$ cat src/pkg/dshfc_defines.vh
// Purpose: Constants for the dual-slot hot-plug fault control block.
// Assumes: 50 MHz clock on MCLK_I; all times given in milliseconds.
// Notes: Behaviour
`ifndef DSHFC_DEFINES_VH
`define DSHFC_DEFINES_VH
`define DSHFC_CLK_KHZ 50000
`define DSHFC_TRIP_MS 40
`define DSHFC_RETRY_MS 820
`define DSHFC_DEBOUNCE_MS 10
`define DSHFC_DELAY_OK_MS 164
`define DSHFC_CNT_W 26
`define DSHFC_ADDR_CTRL 4'h0
`define DSHFC_ADDR_STATUS 4'h4
`define DSHFC_CTRL_RETRY_BIT 0
`define DSHFC_CTRL_RESET 32'h00000000
`define DSHFC_ST_MAIN_TRIP 0
`define DSHFC_ST_AUX_TRIP 2
`define DSHFC_ST_CARD 4
`define DSHFC_ST_POWER_OK 6
`define DSHFC_ST_DELAY_OK 8
`define DSHFC_ST_FORCE 10
`endif

$ cat src/design/dshfc_top.v
// Purpose: Fault, trip-timer, debounce and status logic for two hot-plug slots.
// Assumes: All inputs synchronous to MCLK_I; analog events arrive as levels.
// Notes: Open-drain outputs are given as drive enables; high pulls the pin low.
`timescale 1ns/1ps
`include "dshfc_defines.vh"
module dshfc_top #(
   parameter CNT_W = `DSHFC_CNT_W,
   parameter [`DSHFC_CNT_W-1:0] TRIP_CYC = `DSHFC_TRIP_MS * `DSHFC_CLK_KHZ,
   parameter [`DSHFC_CNT_W-1:0] RETRY_CYC = `DSHFC_RETRY_MS * `DSHFC_CLK_KHZ,
   parameter [`DSHFC_CNT_W-1:0] DEBOUNCE_CYC = `DSHFC_DEBOUNCE_MS * `DSHFC_CLK_KHZ,
   parameter [`DSHFC_CNT_W-1:0] DELAY_OK_CYC = `DSHFC_DELAY_OK_MS * `DSHFC_CLK_KHZ
)(
   input wire MCLK_I,
   input wire RESET_I,
   input wire [3:0] AVS_ADDRESS_I,
   input wire AVS_READ_I,
   input wire AVS_WRITE_I,
   input wire [31:0] AVS_WRITEDATA_I,
   output reg [31:0] AVS_READDATA_O,
   output reg AVS_WAITREQUEST_O,
   input wire [1:0] MAIN_ENABLE_I,
   input wire [1:0] SLOT_STANDBY_ENABLE_I,
   input wire [1:0] CARD_LATCH_N_I,
   input wire [1:0] FORCE_ON_N_I,
   input wire [1:0] MAIN_OC_SLOW_I,
   input wire [1:0] MAIN_OC_FAST_I,
   input wire [1:0] AUX_OC_I,
   input wire [1:0] FILTER_CAP_TIMEOUT_I,
   input wire [1:0] FILTER_CAP_PIN_GROUNDED_I,
   input wire [1:0] MAIN_INPUT_UV_I,
   input wire [1:0] STANDBY_SUPPLY_IN_UV_I,
   input wire [1:0] MAIN_HIGH_RAIL_GOOD_I,
   input wire [1:0] MAIN_LOW_RAIL_GOOD_I,
   input wire [1:0] STANDBY_RAIL_GOOD_I,
   input wire [1:0] SLOT_HOT_I,
   input wire DIE_HOT_I,
   output reg [1:0] MAIN_HIGH_RAIL_OUT_EN_O,
   output reg [1:0] MAIN_LOW_RAIL_OUT_EN_O,
   output reg [1:0] STANDBY_RAIL_OUT_EN_O,
   output reg [1:0] MAIN_FAULT_OE_O,
   output reg [1:0] AUX_FAULT_OE_O,
   output reg [1:0] SLOT_POWER_OK_N_OE_O,
   output reg [1:0] DELAYED_POWER_OK_N_OE_O,
   output reg SYSTEM_POWER_OK_OE_O,
   output reg ALERT_OE_O
);

   reg auto_retry_reg;
   reg [1:0] main_en_d_reg;
   reg [1:0] aux_en_d_reg;
   reg [1:0] card_reg;
   reg [1:0] main_trip_reg;
   reg [1:0] aux_trip_reg;
   reg [1:0] alert_reg;
   reg [1:0] power_ok_reg;
   reg [1:0] delay_ok_reg;
   reg [CNT_W-1:0] deb_cnt_reg [0:1];
   reg [CNT_W-1:0] main_tmr_reg [0:1];
   reg [CNT_W-1:0] aux_tmr_reg [0:1];
   reg [CNT_W-1:0] retry_tmr_reg [0:1];
   reg [CNT_W-1:0] dly_tmr_reg [0:1];
   wire [1:0] force_on;
   wire [1:0] main_fall;
   wire [1:0] aux_fall;
   wire [1:0] rails_good;
   reg [1:0] main_trip_now;
   reg [1:0] aux_trip_now;
   reg [1:0] retry_done;
   reg [1:0] main_gate;
   reg [1:0] aux_gate;
   reg [1:0] slot_bad;
   reg [31:0] status_word;
   localparam [31:0] CTRL_RST = `DSHFC_CTRL_RESET;

   // Saturating count while the condition holds, restart from zero otherwise.
   function [`DSHFC_CNT_W-1:0] step;
      input run;
      input [`DSHFC_CNT_W-1:0] cnt;
      input [`DSHFC_CNT_W-1:0] lim;
      begin
         if (!run)
         begin
            step = {`DSHFC_CNT_W{1'b0}};
         end
         else if (cnt < lim)
         begin
            step = cnt + 1'b1;
         end
         else
         begin
            step = cnt;
         end
      end
   endfunction

   assign force_on = ~FORCE_ON_N_I;
   assign main_fall = main_en_d_reg & ~MAIN_ENABLE_I;
   assign aux_fall = aux_en_d_reg & ~SLOT_STANDBY_ENABLE_I;
   assign rails_good = MAIN_HIGH_RAIL_GOOD_I & MAIN_LOW_RAIL_GOOD_I & STANDBY_RAIL_GOOD_I;

   always @*
   begin : slot_comb_blk
      integer i;
      i = 0;
      for (i = 0; i < 2; i = i + 1)
      begin
         // Analog timeout counts only when a filter capacitor is fitted.
         main_trip_now[i] = !force_on[i] && MAIN_ENABLE_I[i] && (MAIN_OC_FAST_I[i]
            || (MAIN_OC_SLOW_I[i] && main_tmr_reg[i] >= TRIP_CYC)
            || (MAIN_OC_SLOW_I[i] && FILTER_CAP_TIMEOUT_I[i]
                && !FILTER_CAP_PIN_GROUNDED_I[i])
            || MAIN_INPUT_UV_I[i]);
         aux_trip_now[i] = !force_on[i] && SLOT_STANDBY_ENABLE_I[i] && (DIE_HOT_I
            || (AUX_OC_I[i] && SLOT_HOT_I[i])
            || (AUX_OC_I[i] && aux_tmr_reg[i] >= TRIP_CYC)
            || (AUX_OC_I[i] && FILTER_CAP_TIMEOUT_I[i]
                && !FILTER_CAP_PIN_GROUNDED_I[i]));
         retry_done[i] = auto_retry_reg && retry_tmr_reg[i] >= RETRY_CYC;
         // Override drops all lockouts except the standby supply one.
         main_gate[i] = !STANDBY_SUPPLY_IN_UV_I[i] && (force_on[i]
            || (card_reg[i] && MAIN_ENABLE_I[i] && !main_trip_reg[i]
                && !aux_trip_reg[i] && !MAIN_INPUT_UV_I[i]));
         aux_gate[i] = !STANDBY_SUPPLY_IN_UV_I[i] && (force_on[i]
            || (card_reg[i] && SLOT_STANDBY_ENABLE_I[i] && !aux_trip_reg[i]));
         slot_bad[i] = card_reg[i] && (MAIN_ENABLE_I[i] || SLOT_STANDBY_ENABLE_I[i])
            && !force_on[i] && !rails_good[i];
      end
      status_word = 32'h00000000;
      status_word[`DSHFC_ST_MAIN_TRIP+1:`DSHFC_ST_MAIN_TRIP] = main_trip_reg;
      status_word[`DSHFC_ST_AUX_TRIP+1:`DSHFC_ST_AUX_TRIP] = aux_trip_reg;
      status_word[`DSHFC_ST_CARD+1:`DSHFC_ST_CARD] = card_reg;
      status_word[`DSHFC_ST_POWER_OK+1:`DSHFC_ST_POWER_OK] = power_ok_reg;
      status_word[`DSHFC_ST_DELAY_OK+1:`DSHFC_ST_DELAY_OK] = delay_ok_reg;
      status_word[`DSHFC_ST_FORCE+1:`DSHFC_ST_FORCE] = force_on;
   end

   // Avalon slave: one wait cycle, then the answer stands for one cycle.
   always @(posedge MCLK_I)
   begin
      if (RESET_I)
      begin
         AVS_WAITREQUEST_O <= 1'b1;
         AVS_READDATA_O <= 32'h00000000;
         auto_retry_reg <= CTRL_RST[`DSHFC_CTRL_RETRY_BIT];
      end
      else
      begin
         if ((AVS_READ_I || AVS_WRITE_I) && AVS_WAITREQUEST_O)
         begin
            AVS_WAITREQUEST_O <= 1'b0;
            if (AVS_READ_I && AVS_ADDRESS_I == `DSHFC_ADDR_CTRL)
            begin
               AVS_READDATA_O <= {31'h00000000, auto_retry_reg};
            end
            else if (AVS_READ_I && AVS_ADDRESS_I == `DSHFC_ADDR_STATUS)
            begin
               AVS_READDATA_O <= status_word;
            end
            else
            begin
               AVS_READDATA_O <= 32'h00000000;
            end
         end
         else
         begin
            AVS_WAITREQUEST_O <= 1'b1;
         end
         if (AVS_WRITE_I && !AVS_WAITREQUEST_O && AVS_ADDRESS_I == `DSHFC_ADDR_CTRL)
         begin
            auto_retry_reg <= AVS_WRITEDATA_I[`DSHFC_CTRL_RETRY_BIT];
         end
      end
   end

   // Slot state: timers, breakers, debounce and status pins.
   always @(posedge MCLK_I)
   begin : slot_seq_blk
      integer i;
      if (RESET_I)
      begin
         main_en_d_reg <= 2'h0;
         aux_en_d_reg <= 2'h0;
         card_reg <= 2'h0;
         main_trip_reg <= 2'h0;
         aux_trip_reg <= 2'h0;
         alert_reg <= 2'h0;
         power_ok_reg <= 2'h0;
         delay_ok_reg <= 2'h0;
         MAIN_HIGH_RAIL_OUT_EN_O <= 2'h0;
         MAIN_LOW_RAIL_OUT_EN_O <= 2'h0;
         STANDBY_RAIL_OUT_EN_O <= 2'h0;
         MAIN_FAULT_OE_O <= 2'h0;
         AUX_FAULT_OE_O <= 2'h0;
         SLOT_POWER_OK_N_OE_O <= 2'h0;
         DELAYED_POWER_OK_N_OE_O <= 2'h0;
         SYSTEM_POWER_OK_OE_O <= 1'b0;
         ALERT_OE_O <= 1'b0;
         for (i = 0; i < 2; i = i + 1)
         begin
            deb_cnt_reg[i] <= {CNT_W{1'b0}};
            main_tmr_reg[i] <= {CNT_W{1'b0}};
            aux_tmr_reg[i] <= {CNT_W{1'b0}};
            retry_tmr_reg[i] <= {CNT_W{1'b0}};
            dly_tmr_reg[i] <= {CNT_W{1'b0}};
         end
      end
      else
      begin
         main_en_d_reg <= MAIN_ENABLE_I;
         aux_en_d_reg <= SLOT_STANDBY_ENABLE_I;
         for (i = 0; i < 2; i = i + 1)
         begin
            // Latch level is adopted only after it differs for the full debounce time.
            deb_cnt_reg[i] <= step(card_reg[i] == CARD_LATCH_N_I[i], deb_cnt_reg[i],
               DEBOUNCE_CYC);
            if (card_reg[i] == CARD_LATCH_N_I[i] && deb_cnt_reg[i] >= DEBOUNCE_CYC)
            begin
               card_reg[i] <= ~CARD_LATCH_N_I[i];
            end
            main_tmr_reg[i] <= step(MAIN_OC_SLOW_I[i] && !main_trip_reg[i],
               main_tmr_reg[i], TRIP_CYC);
            aux_tmr_reg[i] <= step(AUX_OC_I[i] && !aux_trip_reg[i],
               aux_tmr_reg[i], TRIP_CYC);
            retry_tmr_reg[i] <= step(auto_retry_reg && (main_trip_reg[i] || aux_trip_reg[i])
               && !retry_done[i], retry_tmr_reg[i], RETRY_CYC);
            // Clears come first so a trip in the same cycle wins.
            if (main_fall[i] || retry_done[i])
            begin
               main_trip_reg[i] <= 1'b0;
            end
            if (aux_fall[i] || retry_done[i])
            begin
               aux_trip_reg[i] <= 1'b0;
            end
            if (main_fall[i] || aux_fall[i])
            begin
               alert_reg[i] <= 1'b0;
            end
            if (main_trip_now[i])
            begin
               main_trip_reg[i] <= 1'b1;
            end
            if (aux_trip_now[i])
            begin
               aux_trip_reg[i] <= 1'b1;
            end
            if ((main_trip_now[i] && !main_trip_reg[i]) || (aux_trip_now[i] && !aux_trip_reg[i]))
            begin
               alert_reg[i] <= 1'b1;
            end
            power_ok_reg[i] <= force_on[i] || (main_gate[i] && aux_gate[i] && rails_good[i]);
            dly_tmr_reg[i] <= step(power_ok_reg[i], dly_tmr_reg[i], DELAY_OK_CYC);
            delay_ok_reg[i] <= force_on[i] || (power_ok_reg[i]
               && dly_tmr_reg[i] >= DELAY_OK_CYC);
         end
         MAIN_HIGH_RAIL_OUT_EN_O <= main_gate;
         MAIN_LOW_RAIL_OUT_EN_O <= main_gate;
         STANDBY_RAIL_OUT_EN_O <= aux_gate;
         MAIN_FAULT_OE_O <= MAIN_ENABLE_I & main_trip_reg & ~force_on;
         AUX_FAULT_OE_O <= SLOT_STANDBY_ENABLE_I & aux_trip_reg & ~force_on;
         SLOT_POWER_OK_N_OE_O <= power_ok_reg;
         DELAYED_POWER_OK_N_OE_O <= delay_ok_reg;
         SYSTEM_POWER_OK_OE_O <= (|slot_bad) && !(|force_on);
         ALERT_OE_O <= (|alert_reg) && !(|force_on);
      end
   end

endmodule // dshfc_top

$ cat config.mk
export PLATFORM = sky130hd
export DESIGN_NAME = dshfc_top
export DESIGN_NICKNAME = d
export VERILOG_FILES = /design/src/design/dshfc_top.v
export VERILOG_INCLUDE_DIRS = /design/src /design/src/pkg
export SDC_FILE = /design/constraint.sdc
export NUM_CORES = 1
export LEC_CHECK = 0
export ABC_AREA = 1
export BUFFER_PORTS_ARGS = -buffer_cell sky130_fd_sc_hd__buf_2
export CAP_MARGIN = 20
export CORE_ASPECT_RATIO = 0.7
export CORE_MARGIN = 1.5
export CORE_UTILIZATION = 44
export DETAILED_ROUTE_END_ITERATION = 8
export PLACE_DENSITY = 0.67
export SYNTH_ARGS = -nofsm -noshare
export SYNTH_HDL_FRONTEND = slang
export SYNTH_SLANG_ARGS = --single-unit
$ cat constraint.sdc
create_clock -name MCLK_I -period 2 [get_ports MCLK_I]
set_input_delay 0.2 -clock MCLK_I [delete_from_list [all_inputs] [get_ports MCLK_I]]
set_output_delay 0.2 -clock MCLK_I [all_outputs]
set_load 0.02 [all_outputs]
Word level (Yosys, flattened, before mapping). Memory sizes are Yosys's and may differ from the RTL's. Cells that the tools add are included.

Bits in registers: 64. Memory bits (writable): 260. Input port bits: 71. Output and inout port bits: 49. Memories: 5.

Memory list: aux_tmr_reg (depth 2, bits a word 26, read ports 2, clocked after Yosys merged registers in 0, write ports 2, RTL line dshfc_top.v:59) `reg [CNT_W-1:0] aux_tmr_reg [0:1];`; deb_cnt_reg (depth 2, bits a word 26, read ports 2, clocked after Yosys merged registers in 0, write ports 2, RTL line dshfc_top.v:57) `reg [CNT_W-1:0] deb_cnt_reg [0:1];`; dly_tmr_reg (depth 2, bits a word 26, read ports 2, clocked after Yosys merged registers in 0, write ports 2, RTL line dshfc_top.v:61) `reg [CNT_W-1:0] dly_tmr_reg [0:1];`; main_tmr_reg (depth 2, bits a word 26, read ports 2, clocked after Yosys merged registers in 0, write ports 2, RTL line dshfc_top.v:58) `reg [CNT_W-1:0] main_tmr_reg [0:1];`; retry_tmr_reg (depth 2, bits a word 26, read ports 2, clocked after Yosys merged registers in 0, write ports 2, RTL line dshfc_top.v:60) `reg [CNT_W-1:0] retry_tmr_reg [0:1];`.

Add/sub/neg operators: 10. Order comparisons: 20. Equal/unequal tests: 3. Muxes and demuxes: 58. Bitwise operators: 24. Reductions and logical operators: 134.

Operators by type and width (count): 26-bit two-way mux (40); 26-bit by 1-bit adder with 26-bit output (second input constant) (10); 26-bit by 21-bit >= comparator with 1-bit output (second input constant) (4); 26-bit by 21-bit less-than comparator with 1-bit output (second input constant) (4); 1-bit logical AND (73); 26-bit by 19-bit >= comparator with 1-bit output (second input constant) (2); 26-bit by 23-bit >= comparator with 1-bit output (second input constant) (2); 26-bit >= comparator (second input constant) (2); 26-bit by 19-bit less-than comparator with 1-bit output (second input constant) (2); 26-bit by 23-bit less-than comparator with 1-bit output (second input constant) (2); 26-bit less-than comparator (second input constant) (2); 1-bit logical OR (33); 12-bit two-way mux (2); 1-bit logical NOT (18); 2-bit bitwise AND (8); 1-bit two-way mux (16); 2-bit nonzero test (6); 1-bit bitwise OR (10); 2-bit NOT (4); 2-bit OR reduction (3); 4-bit by 3-bit equality test with 1-bit output (second input constant) (1); 4-bit logical NOT (1); 1-bit equality test (2); 1-bit NOT (2).

Depth between registers and ports, before layout. Gate-level depths: netlist of run 1. An unclocked memory read counts as a cell.

Word-level depth: 10. Gate-level depth with buffers: 14.

Worst setup path before layout of run 1. Ideal clock, no wire load.

Path kind: reg-to-reg. Start point: memory main_tmr_reg[0][0] (netlist name). End point: memory main_tmr_reg[0][14] (netlist name). Data arrival time: 1.373 ns. Data required time: 1.880 ns. Path slack: 0.507 ns. Cell stages (with the launch flop): 8. Path buffers: 0. Period minus slack after synthesis: 1.493 ns. Path through: dfxtp_1 -> ha_1 -> inv_1 -> nor4_2 -> nand3_1 -> nor2_1 -> nand2_1 -> nor3b_2.

RTL lines (RTL line): start: declaration (dshfc_top.v:58).

==> results of run 1 <==
cell usage in the layout, fill, tap and decap left out, types with 4 or more instances in the layout:
master         instances
dlygate4sd3_1         18
and2_1                 4
clkinv_2               5
inv_2                 21
a21oi_2               38
nor3_1               111
inv_4                  4
nand3b_1              10
o21ai_1               16
nor3_2                18
a21oi_1              172
ha_1                  20
dfxtp_1              304
nor3b_1                9
clkbuf_16             35
nand4_1               55
xnor2_1               33
nor2_1               283
bufinv_16              7
o21ai_0               47
nor4_1                 9
conb_1                20
buf_4                 50
nor4_2                 6
nand2_1              641
a211oi_1               6
nand2_2                6
clkbuf_8               4
o211ai_1               8
nand3_1              127
inv_1                267
clkinvlp_4             4
nand3_2                5
buf_2                 68
xor2_1                98
area by class of cell:
cell class / instances / area share
inverter: 295 / 0.0593
timing repair buffer: 138 / 0.0493
sequential: 304 / 0.321
multi-input combinational: 1778 / 0.474
clock inverter: 18 / 0.0150
clock buffer: 42 / 0.0496
tap: 488 / 0.0322
worst max-delay path by stage:
stage | end | slack [ns] | cells past startpoint
final | retry_tmr_reg[0][40]$_SDFFE_PP0P_ | 0.17 | 6
after global routing | deb_cnt_reg[0][39]$_SDFFE_PP0P_ | 0.001 | 7
after CTS | aux_tmr_reg[0][18]$_SDFFE_PP0N_ | 0.13 | 9
after detailed placement | aux_tmr_reg[0][18]$_SDFFE_PP0N_ | 0.13 | 5
after global placement | aux_tmr_reg[0][7]$_SDFFE_PP0N_ | 0.20 | 5
after floorplan | main_tmr_reg[0][14]$_SDFFE_PP0P_ | 0.51 | 7
cells by family (layout without fill, tap and decap cells):
logic type,count (synthesis),count (layout)
AND/OR/NAND/NOR,1302,1302
buffers and inverters,379,493
AO/OA/AOI/OAI,305,305
flip-flops,304,304
XOR/XNOR,131,131
adder cells (fa/ha/maj),20,20
other,1,20
worst reg2reg max path: stages, from the launching register on:
cell	delay (ns)
dfxtp_1	0.38
ha_1	0.22
inv_1	0.11
nor4_2	0.47
nand3_1	0.21
or2_0	0.26
a21oi_1	0.13
cell usage after synthesis, types with 3 or more instances:
| library cell | n | area share |
|---|---|---|
| a211oi_1 | 6 | 0.0027 |
| a21oi_1 | 172 | 0.052 |
| a21oi_2 | 38 | 0.020 |
| and2_1 | 4 | 0.0015 |
| buf_1 | 3 | 0.00068 |
| buf_2 | 24 | 0.0072 |
| buf_4 | 35 | 0.016 |
| buf_6 | 8 | 0.0054 |
| clkbuf_1 | 14 | 0.0032 |
| dfxtp_1 | 304 | 0.37 |
| ha_1 | 20 | 0.015 |
| inv_1 | 268 | 0.060 |
| inv_2 | 21 | 0.0047 |
| inv_4 | 4 | 0.0015 |
| nand2_1 | 641 | 0.14 |
| nand2_2 | 7 | 0.0026 |
| nand3_1 | 127 | 0.038 |
| nand3_2 | 6 | 0.0036 |
| nand3b_1 | 10 | 0.0045 |
| nand4_1 | 55 | 0.021 |
| nor2_1 | 284 | 0.064 |
| nor3_1 | 111 | 0.033 |
| nor3_2 | 19 | 0.011 |
| nor3b_1 | 9 | 0.0041 |
| nor4_1 | 10 | 0.0038 |
| nor4_2 | 5 | 0.0038 |
| o211ai_1 | 8 | 0.0036 |
| o21ai_0 | 47 | 0.014 |
| o21ai_1 | 16 | 0.0048 |
| or2_2 | 3 | 0.0011 |
| xnor2_1 | 33 | 0.017 |
| xor2_1 | 98 | 0.052 |
metal layers:
layer  share of wire  vias to the layer above  GRT usage  wire, um
li1                -                     8016          -         -
met1            0.50                     7143      0.304     20600
met2            0.43                      338      0.322     17400
met3           0.048                       55     0.0328      1970
met4           0.021                        0     0.0541       864
met5               0                        -          0         0
stage by stage:
| step | worst slack [ns] | cell area, sq um |
|---|---|---|
| final | 0.167 | 19000 |
| after floorplan | 0.507 | 16700 |
| after global routing | 0.000971 | 19000 |
| after global placement | 0.197 | 17500 |
| after detailed placement | 0.132 | 17500 |
| after CTS | 0.132 | 18900 |
power by group:
part           internal, uW  switching (uW)  total (uW)
clock                  4270            2600        6870
combinational           133             279         412
sequential             6100            35.2        6130
total                 10500            2910       13400
what timing repair did:
item / CTS / global route
endpoints found under the hold margin: 21 / 0
hold buffers: 18 / 0
gates resized for setup: 0 / 7
setup endpoints to repair: 0 / 24
==> flow_summary_export.csv, run 1 <==
group,metric,value,unit
place,dp_hpwl,30200,um
clock_network,cts_tree,"done",
cells_and_area,multi_input_area,8990,sq um
hold_path,worstHoldPathType,"in -> reg",
logic_synthesis,async_flop_share,0,
sta,fin_tns_setup,0,ns
logic_synthesis,synth_seq_area_share,0.366,
critical_path,cp-end-kind,"register",
grt,grt_pass1_wl,69800,um
clock_network,root_buffer,"clkbuf_16",
logic_synthesis,syn-cell-area,16600,sq um
floorplanning,die_h,166,um
drt,drtAntennaViolNets,0,
hold_path,hold_depth,3,
drt,drtIter0Drc,1238,
clock_network,cts.sinks,304,
critical_path,cp.required,2.45,ns
sta,slew_violations,0,
cells_and_area,layout.nets,2642,
hold_path,hold_end,"power_ok_reg[1]$_SDFF_PP0_",
critical_path,crit_type,"reg -> reg",
flow_run,drv_cap,0,
clock_network,cts_max_level,2,
logic_synthesis,synthSimpleGateAreaFrac,0.344,
drt,first_pass_iters,6,
logic_synthesis,synthXorXnorAreaFrac,0.0690,
critical_path,r2r-end,"retry_tmr_reg[0][40]$_SDFFE_PP0P_",
sta,fin_crit,1.83,ns
logic_synthesis,syn_area_per_cell,6.81,sq um
hold_path,hold_path_startpoint,"MAIN_HIGH_RAIL_GOOD_I[1]",
floorplanning,rows,59,
drt,wire_per_inst,13.3,um
logic_synthesis,synth-edff-count,0,
drt,drc_errors,0,
place,io_buffers,68,
floorplanning,die_area,39000,sq um
floorplanning,io_pins,120,
floorplanning,die_x,235,um
sta,fin_skew,0.0160,ns
sta,rsz0062_at_grt,"false",
power_and_ir_drop,vdd_drop_max,0.674,mV
grt,grt_pass1_vias,14300,
logic_synthesis,synthAdderAreaFrac,0.0150,
cells_and_area,fin_util,0.510,
clock_network,clock_latency,0.53,ns
cells_and_area,area.sequential,6090,sq um
critical_path,crit_buf_inv,1,
cells_and_area,fillers,3695,
logic_synthesis,ys_warn_count,0,
cells_and_area,antenna_cells,0,
logic_synthesis,synth_ff_type,"dfxtp_1",
grt,grt_start_max_net_pins,24,
drt,vias_per_cell,5.08,
grt,grt_overflow,0,
critical_path,r2r_slack,0.17,ns
sta,setup_violations,0,
clock_network,cts.reportedPaths.clkPinSlew,0.06,ns
power_and_ir_drop,p_leak,0.00687,uW
critical_path,crit_family,"simple AND/OR/NAND/NOR gates",
critical_path,crit_path_cell_trace,"ha_1 > inv_1 > nor4_2 > nand3_1 > or2_0 > a21oi_1",
logic_synthesis,synth_top_family_by_area,"simple AND/OR/NAND/NOR gates",
sta,finalCritPeriodShare,0.917,
logic_synthesis,synth_cell_types,54,
place,globalplace.congestion,0.927,
cells_and_area,layout.cells.non_filler,3063,
grt,grt_usage,0.210,
power_and_ir_drop,power_density,707,nW/um^2
sta,fmax,0.545,GHz
clock_network,post-cts-setup-buffers,0,
logic_synthesis,synth_seq_cells,304,
critical_path,path_max_fanout,4,
run_status,status,"finished, final reports clean",
critical_path,cp.arrival,2.29,ns
clock_network,cts_buffers,34,
place,placed_cells,2985,
logic_synthesis,synth_cells,2442,
floorplanning,core_area,37200,sq um
sta,max_slew.worst_pin.slew,0.618,ns
sta,hold_ws,0.0303,ns
power_and_ir_drop,power,13400,uW
floorplanning,initial_core_util,0.447,
logic_synthesis,synth_compound_area_frac,0.106,
cells_and_area,syn_to_final_growth,14.1,%
cells_and_area,layout-drive-gt1-share,0.115,
logic_synthesis,synthMuxAreaShare,0,
clock_network,clk_path_buf_depth,3,
critical_path,startpoint,"retry_tmr_reg[0][26]$_SDFFE_PP0P_",
critical_path,timing.rr.start,"retry_tmr_reg[0][26]$_SDFFE_PP0P_",
drt,dr_total_vias,15600,
critical_path,ff2ff_path_depth,6,
critical_path,slowest_stage,"nor4_2",
critical_path,slowest_delay,0.47,ns
grt,antenna_found_initial,0,
critical_path,cp-start-kind,"register",
sta,max_slew_margin,0.583,
drt,routed_wl,40800,um
sta,hold_viol_final,0,
Power figures use the tool's default switching activity.
==> inputs of run 2 (changes only) <==
--- a/config.mk
+++ b/config.mk
@@ -12,6 +12,7 @@
 export CORE_ASPECT_RATIO = 0.7
 export CORE_MARGIN = 1.5
 export CORE_UTILIZATION = 44
+export CTS_BUF_LIST = sky130_fd_sc_hd__clkbuf_8
 export DETAILED_ROUTE_END_ITERATION = 8
 export PLACE_DENSITY = 0.67
 export SYNTH_ARGS = -nofsm -noshare
==> run 2 against run 1 <==
  * Global-route usage increased by 0.18 points
  * Register-to-register slack got worse by 0.04 ns
  * Combinational power increased by 4%
  * Critical path type unchanged
  * Largest cell class unchanged
==> flow_summary_export.csv, run 2 (same netlist as run 1, synthesis figures left out) <==
group,metric,value,unit
sta,rsz0062_at_grt,"true",
grt,grt_pass1_vias,14600,
critical_path,cp_common_cell,"nand2_1",
power_and_ir_drop,power_density,662,nW/um^2
floorplanning,io_pins,120,
sta,setup_violations,0,
floorplanning,die_h,166,um
clock_network,cts.reportedPaths.clkPinSlew,0.07,ns
floorplanning,initial_core_util,0.447,
grt,grt_pass1_wl,70400,um
cells_and_area,design_area,18900,sq um
sta,fin_ws,0.129,ns
place,dp_slack,0.132,ns
clock_network,root_buffer,"clkbuf_8",
cells_and_area,final_cell_mix,"nand2_1 (641), dfxtp_1 (304), nor2_1 (283), inv_1 (280), a21oi_1 (172)",
power_and_ir_drop,power,12500,uW
drt,wire_per_inst,13.2,um
sta,fmax,0.534,GHz
floorplanning,rows,59,
sta,slew_violations,0,
cells_and_area,multi_input_area,8990,sq um
drt,vias_per_cell,5.07,
critical_path,cp-start-kind,"register",
cells_and_area,fin_util,0.509,
hold_path,hold_path_startpoint,"MAIN_HIGH_RAIL_GOOD_I[1]",
hold_path,hold_end,"SYSTEM_POWER_OK_OE_O$_SDFF_PP0_",
critical_path,crit_path_cell_trace,"o21ai_0 > dlygate4sd3_1 > inv_1 > nand2_1 > inv_2 > nand2_1 > a31oi_1",
run_status,status,"finished, final reports clean",
cells_and_area,area.sequential,6090,sq um
place,globalplace.congestion,0.927,
clock_network,cts_max_level,2,
grt,grt_usage,0.211,
critical_path,cp.required,2.51,ns
floorplanning,die_x,235,um
clock_network,clock_latency,0.60,ns
place,dp_hpwl,30200,um
clock_network,cts_tree,"done",
cells_and_area,antenna_cells,0,
floorplanning,core_area,37200,sq um
clock_network,cts.sinks,304,
power_and_ir_drop,p_leak,0.00693,uW
power_and_ir_drop,vdd_drop_max,0.521,mV
cells_and_area,layout.nets,2667,
critical_path,timing.rr.start,"AVS_WAITREQUEST_O$_SDFF_PP1_",
critical_path,r2r_slack,0.13,ns
critical_path,crit_type,"reg -> reg",
flow_run,drv_cap,0,
drt,first_pass_iters,7,
sta,fin_crit,1.87,ns
drt,drtAntennaViolNets,0,
clock_network,cts_buffers,50,
critical_path,slowest_stage,"dlygate4sd3_1",
place,io_buffers,68,
critical_path,cp-end-kind,"register",
drt,dr_total_vias,15700,
cells_and_area,syn_to_final_growth,13.8,%
drt,routed_wl,40900,um
sta,fin_skew,0.0179,ns
drt,drtIter0Drc,1232,
sta,max_slew_margin,0.577,
drt,drc_errors,0,
place,placed_area,17500,sq um
critical_path,slowest_delay,0.57,ns
floorplanning,die_area,39000,sq um
cells_and_area,layout-drive-gt1-share,0.120,
critical_path,cp.arrival,2.38,ns
cells_and_area,layout_commonest_cell,"nand2_1",
sta,hold_viol_final,0,
grt,grt_start_max_net_pins,24,
hold_path,worstHoldPathType,"in -> reg",
clock_network,clk_path_buf_depth,3,
sta,finalCritPeriodShare,0.936,
cells_and_area,fillers,3701,
critical_path,r2r-end,"AVS_READDATA_O[0]$_SDFFE_PP0P_",
sta,max_slew.worst_pin.slew,0.626,ns
critical_path,ff2ff_path_depth,7,
sta,hold_ws,0.0399,ns
grt,grt_overflow,0,
hold_path,hold_depth,4,
grt,antenna_found_initial,0,
critical_path,path_max_fanout,8,
==> run 2: routing by layer <==
metal  GRT usage  up-vias  wire length, um
met2       0.319      396            17300
met4      0.0718        0             1140
li1            -     8079                -
met3      0.0368       86             2250
met1       0.303     7167            20200
met5           0        -                0
==> run 2: power by group <==
group | switching (uW) | total [uW] | internal [uW] | leakage (uW)
sequential | 35.2 | 6130 | 6100 | 0.00245
clock | 2580 | 5970 | 3390 | 0.000623
combinational | 282 | 428 | 146 | 0.00385
total | 2900 | 12500 | 9630 | 0.00693
==> run 2: worst max path at each step <==
stage	from	endpoint	slack [ns]
floorplan	main_tmr_reg[0][0]$_SDFFE_PP0P_	main_tmr_reg[0][14]$_SDFFE_PP0P_	0.51
global placement	RESET_I	aux_tmr_reg[0][7]$_SDFFE_PP0N_	0.20
detailed placement	RESET_I	aux_tmr_reg[0][18]$_SDFFE_PP0N_	0.13
CTS	aux_tmr_reg[0][15]$_SDFFE_PP0N_	aux_tmr_reg[0][18]$_SDFFE_PP0N_	0.12
global route	aux_tmr_reg[0][15]$_SDFFE_PP0N_	aux_tmr_reg[0][18]$_SDFFE_PP0N_	-0.002
finish	AVS_WAITREQUEST_O$_SDFF_PP1_	AVS_READDATA_O[0]$_SDFFE_PP0P_	0.13
==> run 2: worst max-delay path: cells and delay by family, from the launching register on <==
kind / cells / cell delay (ns)
compound gates: 2 / 0.27
buf+inv: 3 / 0.84
flops: 1 / 0.38
simple gates: 2 / 0.29
==> run 2: area by class of cell <==
class / count / share of cell area
Sequential cell: 304 / 0.321
Timing Repair Buffer: 147 / 0.0542
Multi-Input combinational cell: 1778 / 0.475
Inverter: 295 / 0.0592
Tap cell: 488 / 0.0322
Clock buffer: 64 / 0.0465
Clock inverter: 27 / 0.0116
==> run 2: metrics by stage <==
stage | setup TNS, ns | std cells
after CTS | 0 | 3103
after global routing | -0.00174 | 3103
after detailed placement | 0 | 2985
after floorplan | 0 | 2461
final | 0 | 3103
after global placement | 0 | 2985
==> run 2: what timing repair did <==
action | CTS | global route
hold buffers | 27 | 0
buffers inserted | 0 | 0
hold endpoints to repair | 28 | 0
endpoints found under the setup margin | 0 | 23
gates resized for setup | 0 | 7
